$ cat src/opmc_pkg.sv
package opmc_pkg;

  ////////////////////////////////////////////////////////////////////////////////
  // Register map, byte addresses
  localparam int ADDR_W = 8;
  localparam logic [ADDR_W-1:0] REG_CTRL = 8'h00;
  localparam logic [ADDR_W-1:0] REG_STATUS = 8'h04;
  localparam logic [ADDR_W-1:0] REG_SETF = 8'h08;
  localparam logic [ADDR_W-1:0] REG_OUTF = 8'h0C;
  localparam logic [ADDR_W-1:0] REG_MON = 8'h10;
  localparam logic [ADDR_W-1:0] REG_WARN = 8'h14;

  // Control fields
  localparam int CTRL_STOP_BIT = 0;
  localparam int CTRL_JOG_BIT = 1;
  localparam int CTRL_CUST_BIT = 2;
  localparam int CTRL_UNIT_LSB = 4;
  localparam int UNIT_W = 3;
  localparam logic [31:0] CTRL_RESET = 32'h0000_0000;
  localparam logic [31:0] CTRL_MASK = 32'h0000_0077;

  // Status fields
  localparam int STAT_CODE_LSB = 0;
  localparam int STAT_GROUP_LSB = 8;
  localparam int STAT_LEVEL_LSB = 12;
  localparam int STAT_DIGIT_LSB = 16;
  localparam int STAT_MODE_LSB = 20;
  localparam int STAT_EDIT_BIT = 24;

  // Unit lamp selections
  localparam logic [UNIT_W-1:0] UNIT_HZ = 3'h0;
  localparam logic [UNIT_W-1:0] UNIT_AMP = 3'h1;
  localparam logic [UNIT_W-1:0] UNIT_VOLT = 3'h2;
  localparam logic [UNIT_W-1:0] UNIT_RPM = 3'h3;
  localparam logic [UNIT_W-1:0] UNIT_PCT = 3'h4;

  // Command sources
  localparam logic [1:0] SRC_KEYPAD = 2'h0;
  localparam logic [1:0] SRC_TERMINAL = 2'h1;
  localparam logic [1:0] SRC_COMM = 2'h2;

  // Display geometry
  localparam int DIGITS = 5;
  localparam int DIGIT_W = 4;
  localparam int VAL_W = DIGITS * DIGIT_W;
  localparam int GROUP_W = 4;
  localparam int CODE_W = 8;
  localparam logic [2:0] DIGIT_LAST = 3'h4;
  localparam logic [1:0] VIEW_LAST = 2'h2;
  localparam logic [1:0] DMODE_LAST = 2'h2;

  // Timing
  localparam int CLK_NS = 10;
  localparam int TICK_MS = 1;
  localparam int TICK_CYCLES = TICK_MS * 1000000 / CLK_NS;
  localparam int FAST_HALF_MS = 100;
  localparam int SLOW_HALF_MS = 500;
  localparam int EDIT_HALF_MS = 250;
  localparam int BLINK_CNT_W = 10;

  typedef enum logic [1:0] {
    LVL_STATUS,
    LVL_GROUP,
    LVL_CODE,
    LVL_VALUE
  } opmc_level_e;

  typedef struct packed {
    logic prog;
    logic enter;
    logic up;
    logic down;
    logic shift;
    logic run;
    logic stop;
    logic mode;
    logic jog;
  } opmc_key_s;

  typedef struct packed {
    logic running;
    logic fault;
    logic tuning;
    logic torque_mode;
    logic dir_fwd;
    logic [1:0] cmd_src;
    logic param_readonly;
    logic param_stop_only;
  } opmc_drive_s;

  typedef struct packed {
    logic run_lamp;
    logic control_source_lamp;
    logic direction_lamp;
    logic tune_torque_fault_lamp;
    logic hz_lamp;
    logic amp_lamp;
    logic volt_lamp;
  } opmc_lamp_s;

  typedef struct packed {
    logic run_cmd;
    logic stop_cmd;
    logic fault_reset;
    logic jog_cmd;
    logic dir_reverse;
  } opmc_cmd_s;

endpackage

$ cat src/opmc_panel.sv
`timescale 1ns/100ps
`default_nettype none
module opmc_panel #(
  parameter int TICK_CYCLES = opmc_pkg::TICK_CYCLES
) (
  input wire logic pclk,
  input wire logic presetn,
  input wire logic psel,
  input wire logic penable,
  input wire logic pwrite,
  input wire logic [opmc_pkg::ADDR_W-1:0] paddr,
  input wire logic [31:0] pwdata,
  output logic [31:0] prdata,
  output logic pready,
  output logic pslverr,
  input wire opmc_pkg::opmc_key_s keys,
  input wire opmc_pkg::opmc_drive_s drive,
  input wire logic [opmc_pkg::VAL_W-1:0] param_value,
  output opmc_pkg::opmc_lamp_s lamps,
  output opmc_pkg::opmc_cmd_s cmds,
  output logic [opmc_pkg::VAL_W-1:0] disp_value,
  output logic [opmc_pkg::DIGITS-1:0] disp_blank,
  output logic [opmc_pkg::GROUP_W-1:0] sel_group,
  output logic [opmc_pkg::CODE_W-1:0] sel_code,
  output logic store_we,
  output logic [opmc_pkg::VAL_W-1:0] store_value,
  output logic [1:0] display_mode
);

  localparam int VW = opmc_pkg::VAL_W;
  localparam int TW = $clog2(TICK_CYCLES + 1);

  ////////////////////////////////////////////////////////////////////////////////
  // APB slave, zero wait states
  logic [31:0] ctrl_r;
  logic [VW-1:0] setf_r;
  logic [VW-1:0] outf_r;
  logic [VW-1:0] mon_r;
  logic [VW-1:0] warn_r;
  logic [31:0] prdata_r;
  logic [31:0] status_w;
  logic [31:0] rd_mux;
  logic hit_ctrl, hit_status, hit_setf, hit_outf, hit_mon, hit_warn, hit_any;
  logic wr_en, setup_rd;

  assign hit_ctrl = paddr == opmc_pkg::REG_CTRL;
  assign hit_status = paddr == opmc_pkg::REG_STATUS;
  assign hit_setf = paddr == opmc_pkg::REG_SETF;
  assign hit_outf = paddr == opmc_pkg::REG_OUTF;
  assign hit_mon = paddr == opmc_pkg::REG_MON;
  assign hit_warn = paddr == opmc_pkg::REG_WARN;
  assign hit_any = hit_ctrl | hit_status | hit_setf | hit_outf | hit_mon | hit_warn;
  assign wr_en = psel & penable & pwrite & hit_any;
  assign setup_rd = psel & ~penable & ~pwrite;
  assign pready = 1'b1;
  assign pslverr = psel & penable & ~hit_any;
  assign prdata = prdata_r;

  assign rd_mux = hit_ctrl ? ctrl_r :
                  hit_status ? status_w :
                  hit_setf ? {12'h000, setf_r} :
                  hit_outf ? {12'h000, outf_r} :
                  hit_mon ? {12'h000, mon_r} :
                  hit_warn ? {12'h000, warn_r} : 32'h0000_0000;

  always_ff @(posedge pclk or negedge presetn) begin
    if (!presetn) begin
      ctrl_r <= opmc_pkg::CTRL_RESET;
      setf_r <= '0;
      outf_r <= '0;
      mon_r <= '0;
      warn_r <= '0;
      prdata_r <= 32'h0000_0000;
    end else begin
      if (wr_en && hit_ctrl) ctrl_r <= pwdata & opmc_pkg::CTRL_MASK;
      if (wr_en && hit_setf) setf_r <= pwdata[VW-1:0];
      if (wr_en && hit_outf) outf_r <= pwdata[VW-1:0];
      if (wr_en && hit_mon) mon_r <= pwdata[VW-1:0];
      if (wr_en && hit_warn) warn_r <= pwdata[VW-1:0];
      if (setup_rd) prdata_r <= rd_mux;
    end
  end

  wire stop_any_src = ctrl_r[opmc_pkg::CTRL_STOP_BIT];
  wire jog_reverse = ctrl_r[opmc_pkg::CTRL_JOG_BIT];
  wire custom_display_select_code = ctrl_r[opmc_pkg::CTRL_CUST_BIT];
  wire [opmc_pkg::UNIT_W-1:0] unit_sel =
    ctrl_r[opmc_pkg::CTRL_UNIT_LSB +: opmc_pkg::UNIT_W];

  ////////////////////////////////////////////////////////////////////////////////
  // Blink rates: fast, slow, edit digit
  logic [TW-1:0] tick_cnt_r;
  logic tick;
  logic [2:0] phase;
  localparam int HALF_MS [3] = '{opmc_pkg::FAST_HALF_MS, opmc_pkg::SLOW_HALF_MS,
                                 opmc_pkg::EDIT_HALF_MS};

  assign tick = tick_cnt_r == TW'(TICK_CYCLES - 1);

  always_ff @(posedge pclk or negedge presetn) begin
    if (!presetn) tick_cnt_r <= '0;
    else tick_cnt_r <= tick ? '0 : tick_cnt_r + 1'b1;
  end

  // Shared millisecond tick keeps the three blink counters small
  for (genvar g = 0; g < 3; g++) begin : g_blink
    logic [opmc_pkg::BLINK_CNT_W-1:0] cnt_r;
    logic ph_r;
    wire wrap = cnt_r == opmc_pkg::BLINK_CNT_W'(HALF_MS[g] - 1);
    always_ff @(posedge pclk or negedge presetn) begin
      if (!presetn) begin
        cnt_r <= '0;
        ph_r <= 1'b0;
      end else if (tick) begin
        cnt_r <= wrap ? '0 : cnt_r + 1'b1;
        if (wrap) ph_r <= ~ph_r;
      end
    end
    assign phase[g] = ph_r;
  end

  wire fast_ph = phase[0];
  wire slow_ph = phase[1];
  wire edit_ph = phase[2];

  ////////////////////////////////////////////////////////////////////////////////
  // Lamps
  opmc_pkg::opmc_lamp_s lamp_nxt;
  wire src_keypad = drive.cmd_src == opmc_pkg::SRC_KEYPAD;

  always_comb begin
    lamp_nxt.run_lamp = drive.running;
    lamp_nxt.control_source_lamp = (drive.cmd_src == opmc_pkg::SRC_TERMINAL) |
      ((drive.cmd_src == opmc_pkg::SRC_COMM) & slow_ph);
    lamp_nxt.direction_lamp = drive.running & drive.dir_fwd;
    // Fault outranks tuning, tuning outranks torque mode
    lamp_nxt.tune_torque_fault_lamp = drive.fault ? fast_ph :
      drive.tuning ? slow_ph : drive.torque_mode;
    lamp_nxt.hz_lamp = unit_sel == opmc_pkg::UNIT_HZ || unit_sel == opmc_pkg::UNIT_RPM;
    lamp_nxt.amp_lamp = unit_sel == opmc_pkg::UNIT_AMP || unit_sel == opmc_pkg::UNIT_RPM ||
      unit_sel == opmc_pkg::UNIT_PCT;
    lamp_nxt.volt_lamp = unit_sel == opmc_pkg::UNIT_VOLT || unit_sel == opmc_pkg::UNIT_PCT;
  end

  ////////////////////////////////////////////////////////////////////////////////
  // Menu state
  opmc_pkg::opmc_level_e level_r, level_nxt;
  logic [opmc_pkg::GROUP_W-1:0] group_r, group_nxt;
  logic [opmc_pkg::CODE_W-1:0] code_r, code_nxt;
  logic [VW-1:0] edit_r, edit_nxt;
  logic [2:0] digit_r, digit_nxt;
  logic [1:0] view_r, view_nxt;
  logic [1:0] dmode_r, dmode_nxt;
  logic store_nxt;
  opmc_pkg::opmc_cmd_s cmd_nxt;
  logic editable;
  logic [VW-1:0] step;

  assign editable = ~drive.param_readonly &
    ~(drive.param_stop_only & drive.running);
  assign step = VW'(1) << {digit_r, 2'b00};

  always_comb begin
    level_nxt = level_r;
    group_nxt = group_r;
    code_nxt = code_r;
    edit_nxt = edit_r;
    digit_nxt = digit_r;
    view_nxt = view_r;
    dmode_nxt = dmode_r;
    store_nxt = 1'b0;
    case (level_r)
      opmc_pkg::LVL_STATUS: begin
        if (keys.prog) begin
          level_nxt = opmc_pkg::LVL_GROUP;
        end else if (keys.shift) begin
          view_nxt = view_r == opmc_pkg::VIEW_LAST ? 2'h0 : view_r + 2'h1;
        end
      end
      opmc_pkg::LVL_GROUP: begin
        if (keys.prog) begin
          level_nxt = opmc_pkg::LVL_STATUS;
        end else if (keys.enter) begin
          level_nxt = opmc_pkg::LVL_CODE;
        end else if (keys.up) begin
          group_nxt = group_r + 1'b1;
        end else if (keys.down) begin
          group_nxt = group_r - 1'b1;
        end
      end
      opmc_pkg::LVL_CODE: begin
        if (keys.prog) begin
          level_nxt = opmc_pkg::LVL_GROUP;
        end else if (keys.enter) begin
          level_nxt = opmc_pkg::LVL_VALUE;
          edit_nxt = param_value;
          digit_nxt = 3'h0;
        end else if (keys.up) begin
          code_nxt = code_r + 1'b1;
        end else if (keys.down) begin
          code_nxt = code_r - 1'b1;
        end
      end
      opmc_pkg::LVL_VALUE: begin
        if (keys.prog) begin
          level_nxt = opmc_pkg::LVL_CODE;
        end else if (keys.enter) begin
          level_nxt = opmc_pkg::LVL_CODE;
          store_nxt = editable;
          code_nxt = code_r + 1'b1;
        end else if (keys.shift) begin
          digit_nxt = digit_r == opmc_pkg::DIGIT_LAST ? 3'h0 : digit_r + 3'h1;
        end else if (keys.up && editable) begin
          edit_nxt = edit_r + step;
        end else if (keys.down && editable) begin
          edit_nxt = edit_r - step;
        end
      end
      default: level_nxt = opmc_pkg::LVL_STATUS;
    endcase
    if (keys.mode) begin
      // Without the custom selection only the functional mode exists
      dmode_nxt = !custom_display_select_code ? 2'h0 :
        dmode_r == opmc_pkg::DMODE_LAST ? 2'h0 : dmode_r + 2'h1;
    end
  end

  // Drive commands from the operation keys
  always_comb begin
    cmd_nxt.run_cmd = keys.run & src_keypad;
    cmd_nxt.stop_cmd = keys.stop & drive.running & (src_keypad | stop_any_src);
    cmd_nxt.fault_reset = keys.stop & drive.fault;
    cmd_nxt.jog_cmd = keys.jog & ~jog_reverse & src_keypad;
    cmd_nxt.dir_reverse = keys.jog & jog_reverse;
  end

  always_ff @(posedge pclk or negedge presetn) begin
    if (!presetn) begin
      level_r <= opmc_pkg::LVL_STATUS;
      group_r <= '0;
      code_r <= '0;
      edit_r <= '0;
      digit_r <= 3'h0;
      view_r <= 2'h0;
      dmode_r <= 2'h0;
      store_we <= 1'b0;
      store_value <= '0;
      cmds <= '0;
      lamps <= '0;
    end else begin
      level_r <= level_nxt;
      group_r <= group_nxt;
      code_r <= code_nxt;
      edit_r <= edit_nxt;
      digit_r <= digit_nxt;
      view_r <= view_nxt;
      dmode_r <= dmode_nxt;
      store_we <= store_nxt;
      store_value <= edit_r;
      cmds <= cmd_nxt;
      lamps <= lamp_nxt;
    end
  end

  assign sel_group = group_r;
  assign sel_code = code_r;
  assign display_mode = dmode_r;

  ////////////////////////////////////////////////////////////////////////////////
  // Display
  logic [VW-1:0] disp_nxt;
  logic [opmc_pkg::DIGITS-1:0] blank_nxt;
  wire [VW-1:0] status_val = view_r == 2'h0 ? setf_r : view_r == 2'h1 ? outf_r : mon_r;

  always_comb begin
    blank_nxt = '0;
    case (level_r)
      opmc_pkg::LVL_STATUS: disp_nxt = |warn_r ? warn_r : status_val;
      opmc_pkg::LVL_GROUP: disp_nxt = VW'(group_r);
      opmc_pkg::LVL_CODE: disp_nxt = {8'h00, group_r, code_r};
      opmc_pkg::LVL_VALUE: begin
        disp_nxt = edit_r;
        // Locked parameters keep every digit steady
        blank_nxt = (editable & edit_ph) ? opmc_pkg::DIGITS'(1) << digit_r : '0;
      end
      default: disp_nxt = '0;
    endcase
  end

  always_ff @(posedge pclk or negedge presetn) begin
    if (!presetn) begin
      disp_value <= '0;
      disp_blank <= '0;
    end else begin
      disp_value <= disp_nxt;
      disp_blank <= blank_nxt;
    end
  end

  assign status_w = (32'(code_r) << opmc_pkg::STAT_CODE_LSB) |
    (32'(group_r) << opmc_pkg::STAT_GROUP_LSB) |
    (32'(level_r) << opmc_pkg::STAT_LEVEL_LSB) |
    (32'(digit_r) << opmc_pkg::STAT_DIGIT_LSB) |
    (32'(dmode_r) << opmc_pkg::STAT_MODE_LSB) |
    (32'(editable) << opmc_pkg::STAT_EDIT_BIT);
endmodule
`default_nettype wire

$ cat config.mk
export PLATFORM = sky130hd
export DESIGN_NAME = opmc_panel
export DESIGN_NICKNAME = d
export VERILOG_FILES = /design/src/opmc_pkg.sv /design/src/opmc_panel.sv
export SDC_FILE = /design/constraint.sdc
export NUM_CORES = 1
export LEC_CHECK = 0
export BUFFER_PORTS_ARGS = -buffer_cell sky130_fd_sc_hd__buf_4
export CORE_MARGIN = 5
export CORE_UTILIZATION = 40
export CTS_CLUSTER_SIZE = 16
export DETAILED_ROUTE_END_ITERATION = 10
export GPL_TIMING_DRIVEN = 0
export SLEW_MARGIN = 20
export SYNTH_ARGS = -nofsm -noshare
export SYNTH_HDL_FRONTEND = slang
export SYNTH_SLANG_ARGS = --single-unit
$ cat constraint.sdc
create_clock -name pclk -period 4.4 [get_ports pclk]
set_input_delay 0.22 -clock pclk [delete_from_list [all_inputs] [get_ports pclk]]
set_output_delay 0.22 -clock pclk [all_outputs]
set_load 0.005 [all_outputs]
==> impl_metrics.py <==
metrics = {
    "power": {
        "power_density_mw_per_mm2": 528.0,
        "finalPower_w": 0.008603,
        "ir_drop_v": 0.0003824,
        "power.leakage_nw": 7.726,
    },
    "layout": {
        "layout_common_cells": "dfrtp_1, buf_4, nand2_1",
        "final_layout_size_suffix_gt1_frac": 0.2303,
        "n_fill_cell": 2940,
        "final_common_cell": "dfrtp_1",
        "area_growth_pct": 25.83,
        "n_antenna_cell": 0,
        "nets": 1615,
    },
    "floorplanning": {
        "fp.dieH_um": 189.9,
        "dieArea_mm2": 0.03607,
        "boundaryPins": 189,
        "num_rows": 65,
        "coreArea_mm2": 0.03180,
        "die_w_um": 189.9,
        "initial_core_util": 0.4072,
    },
    "clock_tree": {
        "ctsHtreeMaxLevel": 1,
        "cts_tree": "built",
        "cts_inserted_buffers": 29,
        "clock_latency_ps": 550,
        "clock_path_buffers": 3,
        "cts.sinks": 258,
        "cts_resized": 0,
        "clk_pin_slew_ps": 60,
        "clockRootBuffer": "clkbuf_16",
    },
    "sta": {
        "fmax_mhz": 271.5,
        "grt_setup_unrepaired": "false",
        "whs_ps": 23.06,
        "slew_headroom": 0.2644,
        "worst_slew_pin_slew_ps": 1095,
        "fin_crit_sh": 0.8370,
        "fin_setup_tns_ps": 0,
        "setup_violations": 0,
        "hold_viol": 0,
        "min_period_ps": 3683,
        "slew_violations": 0,
        "clock_skew_ps": 20.30,
    },
    "worst_setup_path": {
        "crit_path_top_delay_cell": "dfrtp_1",
        "critPathLaunchType": "flip-flop",
        "path_max_fanout": 10,
        "critPathArrivalTime_ps": 4140,
        "path_common_cell": "ha_1",
        "critPathCaptureType": "flip-flop",
        "critical_path_class": "reg -> reg",
        "max_stage_delay_ps": 460,
        "crit_required_ps": 4850,
        "critical_path.cell_chain": "inv_1 -> ha_1 -> nor3_1 -> a211oi_2 -> buf_6 -> xnor2_1 -> ha_1 -> and2b_1 -> a21o_2 -> a211oi_1 -> a211oi_4 -> a311oi_2 -> xor2_1 -> a311oi_1",
    },
    "synth": {
        "async_reset_ff_frac": 1.000,
        "synth_edf_count": 0,
        "synth-seq-cells": 258,
        "synthFlopType": "dfrtp_1",
        "synth_area_mm2": 0.01295,
        "yosysWarningCount": 0,
        "netlist_instances": 1247,
        "synth_cell_types": 75,
        "avgSynthCellArea_um2": 10.38,
        "seq_area_frac_synth": 0.4986,
    },
    "global_routing": {
        "grt_max_degree": 94,
        "grt_usage": 0.2083,
        "grt_pass1_wl_mm": 59.53,
        "grt_antenna_before_repair": 1,
        "grt-ovfl-total": 0,
        "grt_pass1_vias": 10530,
    },
    "min_path": {
        "worstHoldPathType": "in -> reg",
    },
    "drt": {
        "vias_per_cell": 5.410,
        "ant_nets": 0,
        "first_pass_iters": 5,
        "routedWlPerCell_um": 19.75,
        "drc": 0,
        "num_vias": 10600,
        "drt_iter0_drc": 755,
        "drt-total-wl_mm": 38.70,
    },
    "placed_design": {
        "gp_congestion": 0.9131,
        "port_buffers": 164,
        "dp_hpwl_mm": 28.05,
    },
    "status": {
        "outcome": "complete, no violations",
    },
    "run": {
        "timing.max_cap.violations": 0,
    },
}
[final timing paths]
| path | startpoint | endpoint | slack (ps) | cells after the start |
|---|---|---|---|---|
| worst max-delay path | digit_r[0]$_DFFE_PN0P_ | edit_r[18]$_DFFE_PN0P_ | 720 | 14 |
| worst min-delay path | param_value[19] | edit_r[19]$_DFFE_PN0P_ | 20 | 3 |
| worst max register to register | digit_r[0]$_DFFE_PN0P_ | edit_r[18]$_DFFE_PN0P_ | 720 | 14 |
| worst min register to register | edit_r[1]$_DFFE_PN0P_ | store_value[1]$_DFF_PN0_ | 400 | 0 |
| max in group asynchronous | presetn | store_value[13]$_DFF_PN0_ | 2810 | 4 |
| min in group asynchronous | presetn | setf_r[0]$_DFFE_PN0P_ | 240 | 2 |
[cells in the mapped netlist, types with 3 or more instances]
cell type,instances,share of area
nor2_1,119,0.034
buf_4,11,0.0064
a31oi_1,16,0.0077
o21ai_1,4,0.0015
dfrtp_1,258,0.50
ha_1,28,0.027
xnor2_1,37,0.025
and2_1,9,0.0043
o21ai_0,60,0.023
nand2b_1,3,0.0014
nand2_1,127,0.037
inv_1,21,0.0061
nor4_1,7,0.0034
o211ai_1,8,0.0046
nand4_1,14,0.0068
nor2b_1,7,0.0034
a21oi_1,81,0.031
a21o_1,10,0.0058
nor4b_1,4,0.0027
o31ai_1,8,0.0046
mux2i_1,42,0.032
nor3b_1,3,0.0017
mux2_2,99,0.086
o22ai_1,11,0.0053
a32o_1,5,0.0039
buf_1,9,0.0026
a221oi_1,11,0.0074
or3_1,5,0.0024
nand3_1,39,0.015
mux4_2,4,0.0070
clkbuf_1,52,0.015
a211oi_1,10,0.0058
o21bai_1,5,0.0029
nor3_1,21,0.0081
and3_1,19,0.0092
xor2_1,24,0.016
a222oi_1,6,0.0046
[what timing repair did]
| action | CTS | global route |
|---|---|---|
| hold buffers | 51 | 0 |
| hold endpoints to repair | 187 | 0 |
| setup buffers | 0 | 0 |
[per-stage QoR]
step	cell area [um2]	setup WS, ps	cells	utilization
4_1_cts	16290	709.7	1959	0.5124
5_1_grt	16290	398.1	1959	0.5124
3_3_place_gp	14750	760.3	1854	0.4640
3_5_place_dp	14820	748.7	1856	0.4659
6_report	16290	717.3	1959	0.5124
2_1_floorplan	12980	1162	1255	-
[logic make-up (layout without fill, tap and decap cells)]
logic type / Yosys count / in the layout / synth area share
other cells: 2 / 10 / 0.0005800
compound gates: 261 / 261 / 0.1320
mux: 145 / 145 / 0.1255
simple gates: 394 / 394 / 0.1406
xor+xnor: 61 / 61 / 0.04126
buf+inv: 97 / 366 / 0.03285
fa+ha+maj: 29 / 29 / 0.02860
flops: 258 / 258 / 0.4986
[registers in the layout, indices dropped and copies added (netlist names), 6 cells and up]
name           count
ctrl_r             6
disp_value        20
edit_r            20
g_blink.cnt_r     30
lamps              7
mon_r             20
outf_r            20
prdata            23
sel_code           8
setf_r            20
store_value       20
tick_cnt_r        17
warn_r            20
[per-layer routing]
layer	vias to the layer above	wire, um	GRT usage
li1	4949	-	-
met1	5243	17260	0.2917
met2	330	17680	0.3320
met3	77	2517	0.03596
met4	0	1235	0.06566
met5	-	0	0
[worst max-delay path, delay by kind of cell (launching register included)]
family | cells | cell delay (ps)
xor gates and xnor gates | 2 | 230
DFF | 1 | 460
AOI/OAI and AO/OA | 6 | 1670
and+or+nand+nor | 2 | 290
adders and majority gates | 2 | 600
buffers and inverters | 2 | 340
[report_power, final]
| group | internal [W] | switching, W |
|---|---|---|
| clock | 0.00147 | 0.000969 |
| combinational | 0.00139 | 0.00168 |
| sequential | 0.00269 | 0.000407 |
| total | 0.00555 | 0.00305 |
[area by class of cell]
class                   count  area, um2  area share
flip-flops and latches    258       6456      0.3963
clock buffers              43      868.3     0.05329
multi-input cells         900       6097      0.3742
clock inverters             9      97.59    0.005990
inverters                  21      78.83    0.004838
repair buffers            217       1804      0.1107
well taps                 435      544.3     0.03341
plain buffers              76      346.6     0.02127
No activity file was read; power rests on OpenSTA's default activity.
